### src/nsf_consts.svh
`ifndef NSF_CONSTS_SVH
`define NSF_CONSTS_SVH
// ----------------------------------------------------------------
// Geometry
// ----------------------------------------------------------------
`define NSF_ADDR_W      40
`define NSF_LINE_BYTES  64
`define NSF_CHUNK_BYTES 16
`define NSF_LINE_OFS_W  6
`define NSF_CHUNK_OFS_W 4
// ----------------------------------------------------------------
// Memory type codes
// ----------------------------------------------------------------
`define NSF_MT_UC 3'h0
`define NSF_MT_WC 3'h1
`define NSF_MT_WT 3'h4
`define NSF_MT_WP 3'h5
`define NSF_MT_WB 3'h6
// ----------------------------------------------------------------
// Operation codes
// ----------------------------------------------------------------
`define NSF_OP_NT_STORE     3'h0
`define NSF_OP_NT_PACKED_SG 3'h1
`define NSF_OP_NT_MASKED    3'h2
`define NSF_OP_STORE_FENCE  3'h3
`define NSF_OP_LOAD_FENCE   3'h4
`define NSF_OP_FULL_FENCE   3'h5
`endif

### src/nsf_pkg.sv
`include "nsf_consts.svh"
package nsf_pkg;
    localparam int LINE_ADDR_W = `NSF_ADDR_W - `NSF_LINE_OFS_W;

    typedef enum logic [2:0] {
        MT_UNCACHEABLE     = `NSF_MT_UC,
        MT_WRITE_COMBINING = `NSF_MT_WC,
        MT_WRITE_THROUGH   = `NSF_MT_WT,
        MT_WRITE_PROTECT   = `NSF_MT_WP,
        MT_WRITE_BACK      = `NSF_MT_WB
    } nsf_mtype_e;

    typedef enum logic [2:0] {
        OP_NT_STORE               = `NSF_OP_NT_STORE,
        OP_NT_STORE_PACKED_SINGLE = `NSF_OP_NT_PACKED_SG,
        OP_NT_MASKED_STORE        = `NSF_OP_NT_MASKED,
        OP_STORE_FENCE            = `NSF_OP_STORE_FENCE,
        OP_LOAD_FENCE             = `NSF_OP_LOAD_FENCE,
        OP_FULL_FENCE             = `NSF_OP_FULL_FENCE
    } nsf_op_e;

    typedef enum logic [1:0] {
        PATH_UNCACHED = 2'h0,
        PATH_COMBINE  = 2'h1,
        PATH_IN_PLACE = 2'h2,
        PATH_FAULT    = 2'h3
    } nsf_path_e;

    typedef enum logic [1:0] {
        ST_IDLE  = 2'h0,
        ST_EXEC  = 2'h1,
        ST_BUS   = 2'h2,
        ST_FENCE = 2'h3
    } nsf_state_e;

    typedef struct packed {
        nsf_op_e                     op;
        nsf_mtype_e                  mtype;
        logic [`NSF_ADDR_W-1:0]      addr;
        logic [8*`NSF_CHUNK_BYTES-1:0] data;
        logic [`NSF_CHUNK_BYTES-1:0] be;
        logic [8*`NSF_CHUNK_BYTES-1:0] mask;
        logic                        l1_hit;
        logic                        l2_hit;
    } nsf_req_s;

    typedef struct packed {
        logic                         valid;
        logic [LINE_ADDR_W-1:0]       addr;
        logic [8*`NSF_LINE_BYTES-1:0] data;
        logic [`NSF_LINE_BYTES-1:0]   be;
        nsf_mtype_e                   mtype;
    } nsf_line_s;

    typedef struct packed {
        nsf_path_e                    path;
        logic                         fence;
        logic                         evict;
        logic [LINE_ADDR_W-1:0]       addr;
        logic [8*`NSF_LINE_BYTES-1:0] data;
        logic [`NSF_LINE_BYTES-1:0]   be;
    } nsf_dec_s;

    typedef struct packed {
        nsf_state_e             st;
        nsf_req_s               req;
        logic                   pend;
        logic                   drain;
        logic                   flush;
        logic                   ready;
        nsf_line_s              bus;
        nsf_line_s              l1;
        logic                   evict_v;
        logic [LINE_ADDR_W-1:0] evict_addr;
        logic                   fault;
        logic                   fence_done;
        logic                   hold_loads;
    } nsf_top_state_s;
endpackage : nsf_pkg

### src/nsf_req_decode.sv
`timescale 1ns/100ps
`default_nettype none
module nsf_req_decode
    import nsf_pkg::*;
(
    input  wire nsf_req_s req,
    output nsf_dec_s      dec
);
    // ----------------------------------------------------------------
    // Classify one request and place its chunk in a line
    // ----------------------------------------------------------------
    logic [`NSF_CHUNK_BYTES-1:0] be16;
    logic                        cacheable;

    always_comb begin
        // Masked store keeps a byte only when its mask byte has the top bit set
        for (int i = 0; i < `NSF_CHUNK_BYTES; i++) begin
            be16[i] = req.be[i] & ((req.op != OP_NT_MASKED_STORE) | req.mask[8*i+7]);
        end
        cacheable = (req.mtype == MT_WRITE_BACK) || (req.mtype == MT_WRITE_THROUGH);
        dec.fence = (req.op == OP_STORE_FENCE) || (req.op == OP_LOAD_FENCE) || (req.op == OP_FULL_FENCE);
        dec.addr  = req.addr[`NSF_ADDR_W-1:`NSF_LINE_OFS_W];
        dec.data  = {4{req.data}};
        dec.be    = {48'h0, be16} << {req.addr[5:4], 4'h0};
        dec.evict = cacheable && !req.l1_hit && req.l2_hit;
        // Misaligned packed single faults before any path is chosen
        if (req.op == OP_NT_STORE_PACKED_SINGLE && req.addr[`NSF_CHUNK_OFS_W-1:0] != 4'h0) begin
            dec.path = PATH_FAULT;
        end else if (cacheable && req.l1_hit) begin
            dec.path = PATH_IN_PLACE;
        end else if (cacheable || req.mtype == MT_WRITE_COMBINING) begin
            dec.path = PATH_COMBINE;
        end else begin
            dec.path = PATH_UNCACHED;
        end
    end
endmodule : nsf_req_decode
`default_nettype wire

### src/nsf_wc_buffer.sv
`timescale 1ns/100ps
`default_nettype none
module nsf_wc_buffer
    import nsf_pkg::*;
(
    input  wire logic                         clk,
    input  wire logic                         rst_n,
    input  wire logic                         merge,
    input  wire logic [LINE_ADDR_W-1:0]       merge_addr,
    input  wire logic [8*`NSF_LINE_BYTES-1:0] merge_data,
    input  wire logic [`NSF_LINE_BYTES-1:0]   merge_be,
    input  wire nsf_mtype_e                   merge_mtype,
    input  wire logic                         clear,
    output nsf_line_s                         line
);
    // ----------------------------------------------------------------
    // One combining line: address, data and per-byte valid mask
    // ----------------------------------------------------------------
    nsf_line_s r, n;

    // Caller merges only into an empty buffer or the same line
    always_comb begin
        n = r;
        if (clear) begin
            n.valid = 1'b0;
            n.be    = '0;
        end
        if (merge) begin
            if (!n.valid) begin
                n.addr  = merge_addr;
                n.mtype = merge_mtype; // Type of first store wins
            end
            n.valid = 1'b1;
            for (int i = 0; i < `NSF_LINE_BYTES; i++) begin
                if (merge_be[i]) begin
                    n.data[8*i +: 8] = merge_data[8*i +: 8]; // Newest byte overwrites
                    n.be[i]          = 1'b1;
                end
            end
        end
    end

    always_ff @(posedge clk) begin
        if (!rst_n) begin
            r <= '0;
        end else begin
            r <= n;
        end
    end

    assign line = r;
endmodule : nsf_wc_buffer
`default_nettype wire

### src/nsf_unit.sv
// Contract
// - Same-line non-temporal stores merge into one line
// - Overlapping bytes keep only the newest value
// - Combined writes leave in any order
// - No cache allocation, never read for ownership
// - Fully written line goes out as one write
// - Uncacheable or protected region: plain uncached store
// - Write-combining region keeps its own semantics
// - Cached hit keeps data consistent
// - First-level hit merges bytes in place
// - Second-level hit writes line and data out
// - Cacheable miss combines, weakly ordered, no allocate
// - Combined data leaves only guaranteed after fence
// - Misaligned packed single raises protection fault
// - Masked store writes bytes whose mask top set
// - Store fence holds later stores until visible
// - Load fence holds later loads until visible
// - Full fence holds loads and stores
// - Load and store fences not mutually ordered
// - Write-back regions accept non-temporal stores
// - Bus type taken from first store
`timescale 1ns/100ps
`default_nettype none
module nsf_unit
    import nsf_pkg::*;
(
    input  wire logic           clk,
    input  wire logic           rst_n,
    input  wire logic           req_valid,
    input  wire nsf_req_s       req,
    output logic                req_ready,
    input  wire logic           sq_empty,
    input  wire logic           lq_empty,
    output nsf_line_s           bus_wr,
    input  wire logic           bus_ack,
    output nsf_line_s           l1_upd,
    output logic                l2_evict_valid,
    output logic [LINE_ADDR_W-1:0] l2_evict_addr,
    output logic                nt_fault,
    output logic                fence_done,
    output logic                hold_loads
);
    // ----------------------------------------------------------------
    // Sub-blocks
    // ----------------------------------------------------------------
    nsf_top_state_s r, n;
    nsf_dec_s       dec;
    nsf_line_s      buf_line;
    logic           buf_merge;
    logic           buf_clear;
    logic           same_line;
    logic           need_st;
    logic           need_ld;

    nsf_req_decode u_dec (
        .req (r.req),
        .dec (dec)
    );

    nsf_wc_buffer u_buf (
        .clk         (clk),
        .rst_n       (rst_n),
        .merge       (buf_merge),
        .merge_addr  (dec.addr),
        .merge_data  (dec.data),
        .merge_be    (dec.be),
        .merge_mtype (r.req.mtype),
        .clear       (buf_clear),
        .line        (buf_line)
    );

    // ----------------------------------------------------------------
    // Control
    // ----------------------------------------------------------------
    assign same_line = !buf_line.valid || (buf_line.addr == dec.addr);
    assign need_st   = (r.req.op != OP_LOAD_FENCE);
    assign need_ld   = (r.req.op != OP_STORE_FENCE);

    // Next state; pulses default low each cycle
    always_comb begin
        n            = r;
        n.l1.valid   = 1'b0;
        n.evict_v    = 1'b0;
        n.fault      = 1'b0;
        n.fence_done = 1'b0;
        buf_merge    = 1'b0;
        buf_clear    = 1'b0;
        unique case (r.st)
            ST_IDLE: begin
                // Full or evicted line is pushed before new work is taken
                if (r.flush) begin
                    n.bus       = buf_line; // One write for a whole line
                    n.bus.valid = 1'b1;
                    n.drain     = 1'b1;
                    n.pend      = 1'b0;
                    n.flush     = 1'b0;
                    n.st        = ST_BUS;
                end else if (req_valid && r.ready) begin
                    n.req = req;
                    n.st  = ST_EXEC;
                end
            end
            ST_EXEC: begin
                if (dec.fence) begin
                    n.hold_loads = need_ld; // Store fence leaves loads free
                    n.st         = ST_FENCE;
                end else begin
                    unique case (dec.path)
                        PATH_FAULT: begin
                            n.fault = 1'b1; // Nothing stored
                            n.st    = ST_IDLE;
                        end
                        PATH_UNCACHED: begin
                            n.bus.valid = 1'b1; // Hint dropped, region type kept
                            n.bus.addr  = dec.addr;
                            n.bus.data  = dec.data;
                            n.bus.be    = dec.be;
                            n.bus.mtype = r.req.mtype;
                            n.drain     = 1'b0;
                            n.pend      = 1'b0;
                            n.st        = ST_BUS;
                        end
                        PATH_IN_PLACE: begin
                            n.l1.valid = 1'b1; // Update in first-level line
                            n.l1.addr  = dec.addr;
                            n.l1.data  = dec.data;
                            n.l1.be    = dec.be;
                            n.l1.mtype = r.req.mtype;
                            n.st       = ST_IDLE;
                        end
                        PATH_COMBINE: begin
                            if (!same_line) begin
                                // Other line pending: drain it, then retry this store
                                n.bus       = buf_line;
                                n.bus.valid = 1'b1;
                                n.drain     = 1'b1;
                                n.pend      = 1'b1;
                                n.st        = ST_BUS;
                            end else begin
                                buf_merge    = 1'b1;
                                n.evict_v    = dec.evict;
                                n.evict_addr = dec.addr;
                                n.flush      = dec.evict || (&(buf_line.be | dec.be));
                                n.st         = ST_IDLE;
                            end
                        end
                    endcase
                end
            end
            ST_BUS: begin
                // Write only: the bus never sees a read for this line
                if (bus_ack) begin
                    n.bus.valid = 1'b0;
                    buf_clear   = r.drain;
                    n.st        = r.pend ? ST_EXEC : ST_IDLE;
                    n.pend      = 1'b0;
                end
            end
            ST_FENCE: begin
                if (need_st && buf_line.valid) begin
                    n.bus       = buf_line; // Store or full fence forces pending line out
                    n.bus.valid = 1'b1;
                    n.drain     = 1'b1;
                    n.pend      = 1'b1;
                    n.st        = ST_BUS;
                end else if ((!need_st || sq_empty) && (!need_ld || lq_empty)) begin
                    n.fence_done = 1'b1;
                    n.hold_loads = 1'b0;
                    n.st         = ST_IDLE;
                end
            end
        endcase
        // Ready only when idle with nothing to push; stalls all later ops
        n.ready = (n.st == ST_IDLE) && !n.flush;
    end

    // Drain order is free relative to other traffic; no ordering beyond fences
    always_ff @(posedge clk) begin
        if (!rst_n) begin
            r <= '0;
        end else begin
            r <= n;
        end
    end

    // ----------------------------------------------------------------
    // Outputs
    // ----------------------------------------------------------------
    assign req_ready      = r.ready;
    assign bus_wr         = r.bus;
    assign l1_upd         = r.l1;
    assign l2_evict_valid = r.evict_v;
    assign l2_evict_addr  = r.evict_addr;
    assign nt_fault       = r.fault;
    assign fence_done     = r.fence_done;
    assign hold_loads     = r.hold_loads;
endmodule : nsf_unit
`default_nettype wire

### config.mk
export PLATFORM = sky130hd
export DESIGN_NAME = nsf_unit
export DESIGN_NICKNAME = d
export VERILOG_FILES = /design/src/nsf_pkg.sv /design/src/nsf_req_decode.sv /design/src/nsf_wc_buffer.sv /design/src/nsf_unit.sv
export VERILOG_INCLUDE_DIRS = /design/src /design/src/src
export SDC_FILE = /design/constraint.sdc
export NUM_CORES = 2
export LEC_CHECK = 0
export BUFFER_PORTS_ARGS = -buffer_cell sky130_fd_sc_hd__buf_2
export CORE_AREA = 2 2 625 627
export DETAILED_ROUTE_END_ITERATION = 6
export DIE_AREA = 0 0 627 629
export SLEW_MARGIN = 20
export SYNTH_ARGS = -nofsm -noshare
export SYNTH_HDL_FRONTEND = slang
export SYNTH_HIERARCHICAL = 1
export SYNTH_SLANG_ARGS = --single-unit
### constraint.sdc
create_clock -name clk -period 2.8 [get_ports clk]
set_input_delay 0.42 -clock clk [delete_from_list [all_inputs] [get_ports clk]]
set_output_delay 0.42 -clock clk [all_outputs]
set_load 0.01 [all_outputs]
==> flow_metrics.py <==
metrics = {
    "detailed_routing": {
        "wl_um": 423000,
        "dr.pass1.iters": 6,
        "via_count": 80000,
        "drt_drc_violations_left": 0,
        "ant_nets": 0,
        "wire_per_inst_um": 25.0,
        "drt-initial-drc-count": 7094,
        "via_per_inst": 4.73,
    },
    "place": {
        "portBuffers": 1480,
        "place_ws_ns": -0.909,
        "hpwl_um": 306000,
        "postPlaceCellArea_mm2": 0.100,
        "dp_cells": 16100,
        "place.gp.congestion": 0.870,
    },
    "synthesis": {
        "ys_warn_count": 6,
        "synth.net_count": 11700,
        "syn_area_mm2": 0.0951,
        "synthCells": 11300,
        "avgSynthCellArea_um2": 8.38,
    },
    "grt": {
        "antenna_found_initial": 52,
        "grt-ovfl-total": 0,
        "use_met2_pct": 34.0,
        "grtUsageTotal_pct": 20.0,
        "first_global_vias": 74700,
        "grtUsageMet1_pct": 23.8,
        "grt_max_degree": 168,
        "grt_busiest_layer": "met2",
        "grt_pass1_wl_um": 572000,
        "gr-usage-met3_pct": 3.49,
    },
    "sta": {
        "fin_setup_tns_ns": -82.47,
        "max_freq_mhz": 327,
        "setup_viol": 669,
        "hold_viol_final": 0,
        "max_slew.worst_pin.slew_ns": 1.16,
        "worst_slack_ns": -0.261,
        "hold_ws_ns": 0.0882,
        "slew_headroom_pct": 22.9,
        "period_needed_ns": 3.06,
        "drv_slew": 0,
        "rsz0062_at_grt": "true",
        "skew_ns": 0.0698,
        "fin_crit_sh_pct": 109,
    },
    "pwr": {
        "ir_drop_uv": 553,
        "p_per_area_mw_per_mm2": 662,
        "p_total_mw": 76.2,
        "leakage_nw": 44.4,
    },
    "floorplanning": {
        "die_area_mm2": 0.394,
        "ios": 1593,
        "rows": 229,
        "die_y_um": 629,
        "start_util_pct": 24.5,
        "die_w_um": 627,
        "core_area_mm2": 0.388,
    },
    "worst_setup_path": {
        "critPathMaxStageDelay_ns": 0.39,
        "crit_top_cell": "buf_4",
        "crit_chain": "nor4_4 > buf_4 > o211ai_4 > nor2b_1 > o41ai_1 > nor2_1 > a21oi_2 > o21ai_4 > buf_12 > clkbuf_16 > a221oi_2 > buf_4 > nor3_2",
        "arrival_ns": 3.84,
        "cp-start-kind": "flip-flop",
        "end_kind": "flip-flop",
        "crit_fanout": 23,
        "startpoint": "r[1545]",
        "cpMaxStageDelayCell": "nor4_4",
        "r2r-start": "r[1545]",
        "critPathRequiredTime_ns": 3.58,
        "criticalPathCategory": "reg -> reg",
        "r2r_slack_ns": -0.26,
    },
    "run_status": {
        "status": "complete, but fails checks",
        "violations": "negative setup slack",
    },
    "clock_tree": {
        "cts_sinks": 2094,
        "clock_path_buffers": 4,
        "clockRootBuffer": "clkbuf_16",
        "cts_tree": "done",
        "h-tree-depth": 4,
        "clk_latency_ns": 0.95,
        "cts_buffers": 238,
        "clkTransAtPathRegs_ns": 0.06,
    },
    "final_layout": {
        "syn_to_final_growth_pct": 20.9,
        "stdcell_count": 16900,
        "final_util_pct": 29.7,
        "nets": 11800,
        "drive_gt1_share_pct": 30.7,
        "final_area_mm2": 0.115,
    },
    "worst_hold_path": {
        "holdCritStartpoint": "lq_empty",
        "min_path_type": "in -> reg",
    },
    "flow_run": {
        "drv_cap": 0,
    },
}
==> layer usage <==
metal	up-vias	part of all wire, %
met5	-	0.0097
met4	6	6.2
met3	711	6.7
met2	3259	48
met1	39000	39
li1	37000	-
==> sequential cells by signal, indices dropped and copies added (netlist names) <==
name and count:
l1_upd 614, u_buf/line 614, fence_done 1, bus_wr 614, l2_evict_valid 1, req_ready 1, hold_loads 1, l2_evict_addr 34
r 213, nt_fault 1
==> layout make-up <==
cell class / count / area [um^2]
Fill cell: 41000 / 273000
Sequential cell: 2094 / 41900
Multi-Input combinational cell: 6541 / 38500
Timing Repair Buffer: 2602 / 19700
Clock buffer: 326 / 6750
Tap cell: 5197 / 6500
Clock inverter: 103 / 1460
Antenna cell: 29 / 72.6
Inverter: 8 / 50.0
==> timing repair <==
item	CTS	global route
buffers inserted	30	13
endpoints found under the setup margin	1430	1140
pin swaps	34	93
endpoints found under the hold margin	222	0
gates cloned	12	33
hold buffers	210	0
gates resized for setup	198	336
==> cell usage in the layout (no fill, tap or decap), types with 12 or more instances in the layout <==
cell and n:
mux2i_1 72, bufinv_16 28, dfxtp_1 2083, nor4b_2 15, nand3_1 514, a211oi_1 27, nor2_2 15, buf_2 1479
buf_4 643, nor3b_2 37, clkbuf_1 43, a221oi_2 171, nor3_2 388, a21oi_1 825, a221oi_1 384, clkinv_2 41
diode_2 29, buf_16 26, nand2_4 21, nor2_1 636, o22ai_1 30, nand2_1 2345, a22oi_1 33, a21boi_1 183
buf_6 37, nor4b_4 12, clkbuf_16 264, dlygate4sd3_1 210, clkbuf_8 44, buf_8 16, a21boi_0 393, xnor2_1 32
nor2_4 53, a221oi_4 26, buf_12 161, nor3_1 229
==> where the power goes <==
part / total, mW / switching (mW) / leakage, nW / internal [mW]
Clock: 33.3 / 13.8 / 4.03 / 19.5
Sequential: 32.3 / 1.34 / 16.9 / 30.9
Combinational: 10.6 / 6.47 / 23.4 / 4.16
Total: 76.2 / 21.6 / 44.4 / 54.6
==> final timing paths <==
| kind | to | depth (start not counted) |
|---|---|---|
| max | bus_wr[527] | 13 |
| max reg2reg | bus_wr[527] | 13 |
| min reg2reg | l1_upd[509] | 2 |
| min | r[1590] | 6 |
==> worst max-delay path, delay by kind of cell, from the launching register on <==
family / cells / cell delay [ns]
AO/OA/AOI/OAI: 5 / 0.89
buffers and inverters: 4 / 0.87
flip-flops: 1 / 0.33
AND/OR/NAND/NOR: 4 / 0.67
(Power assumes the default switching activity.)
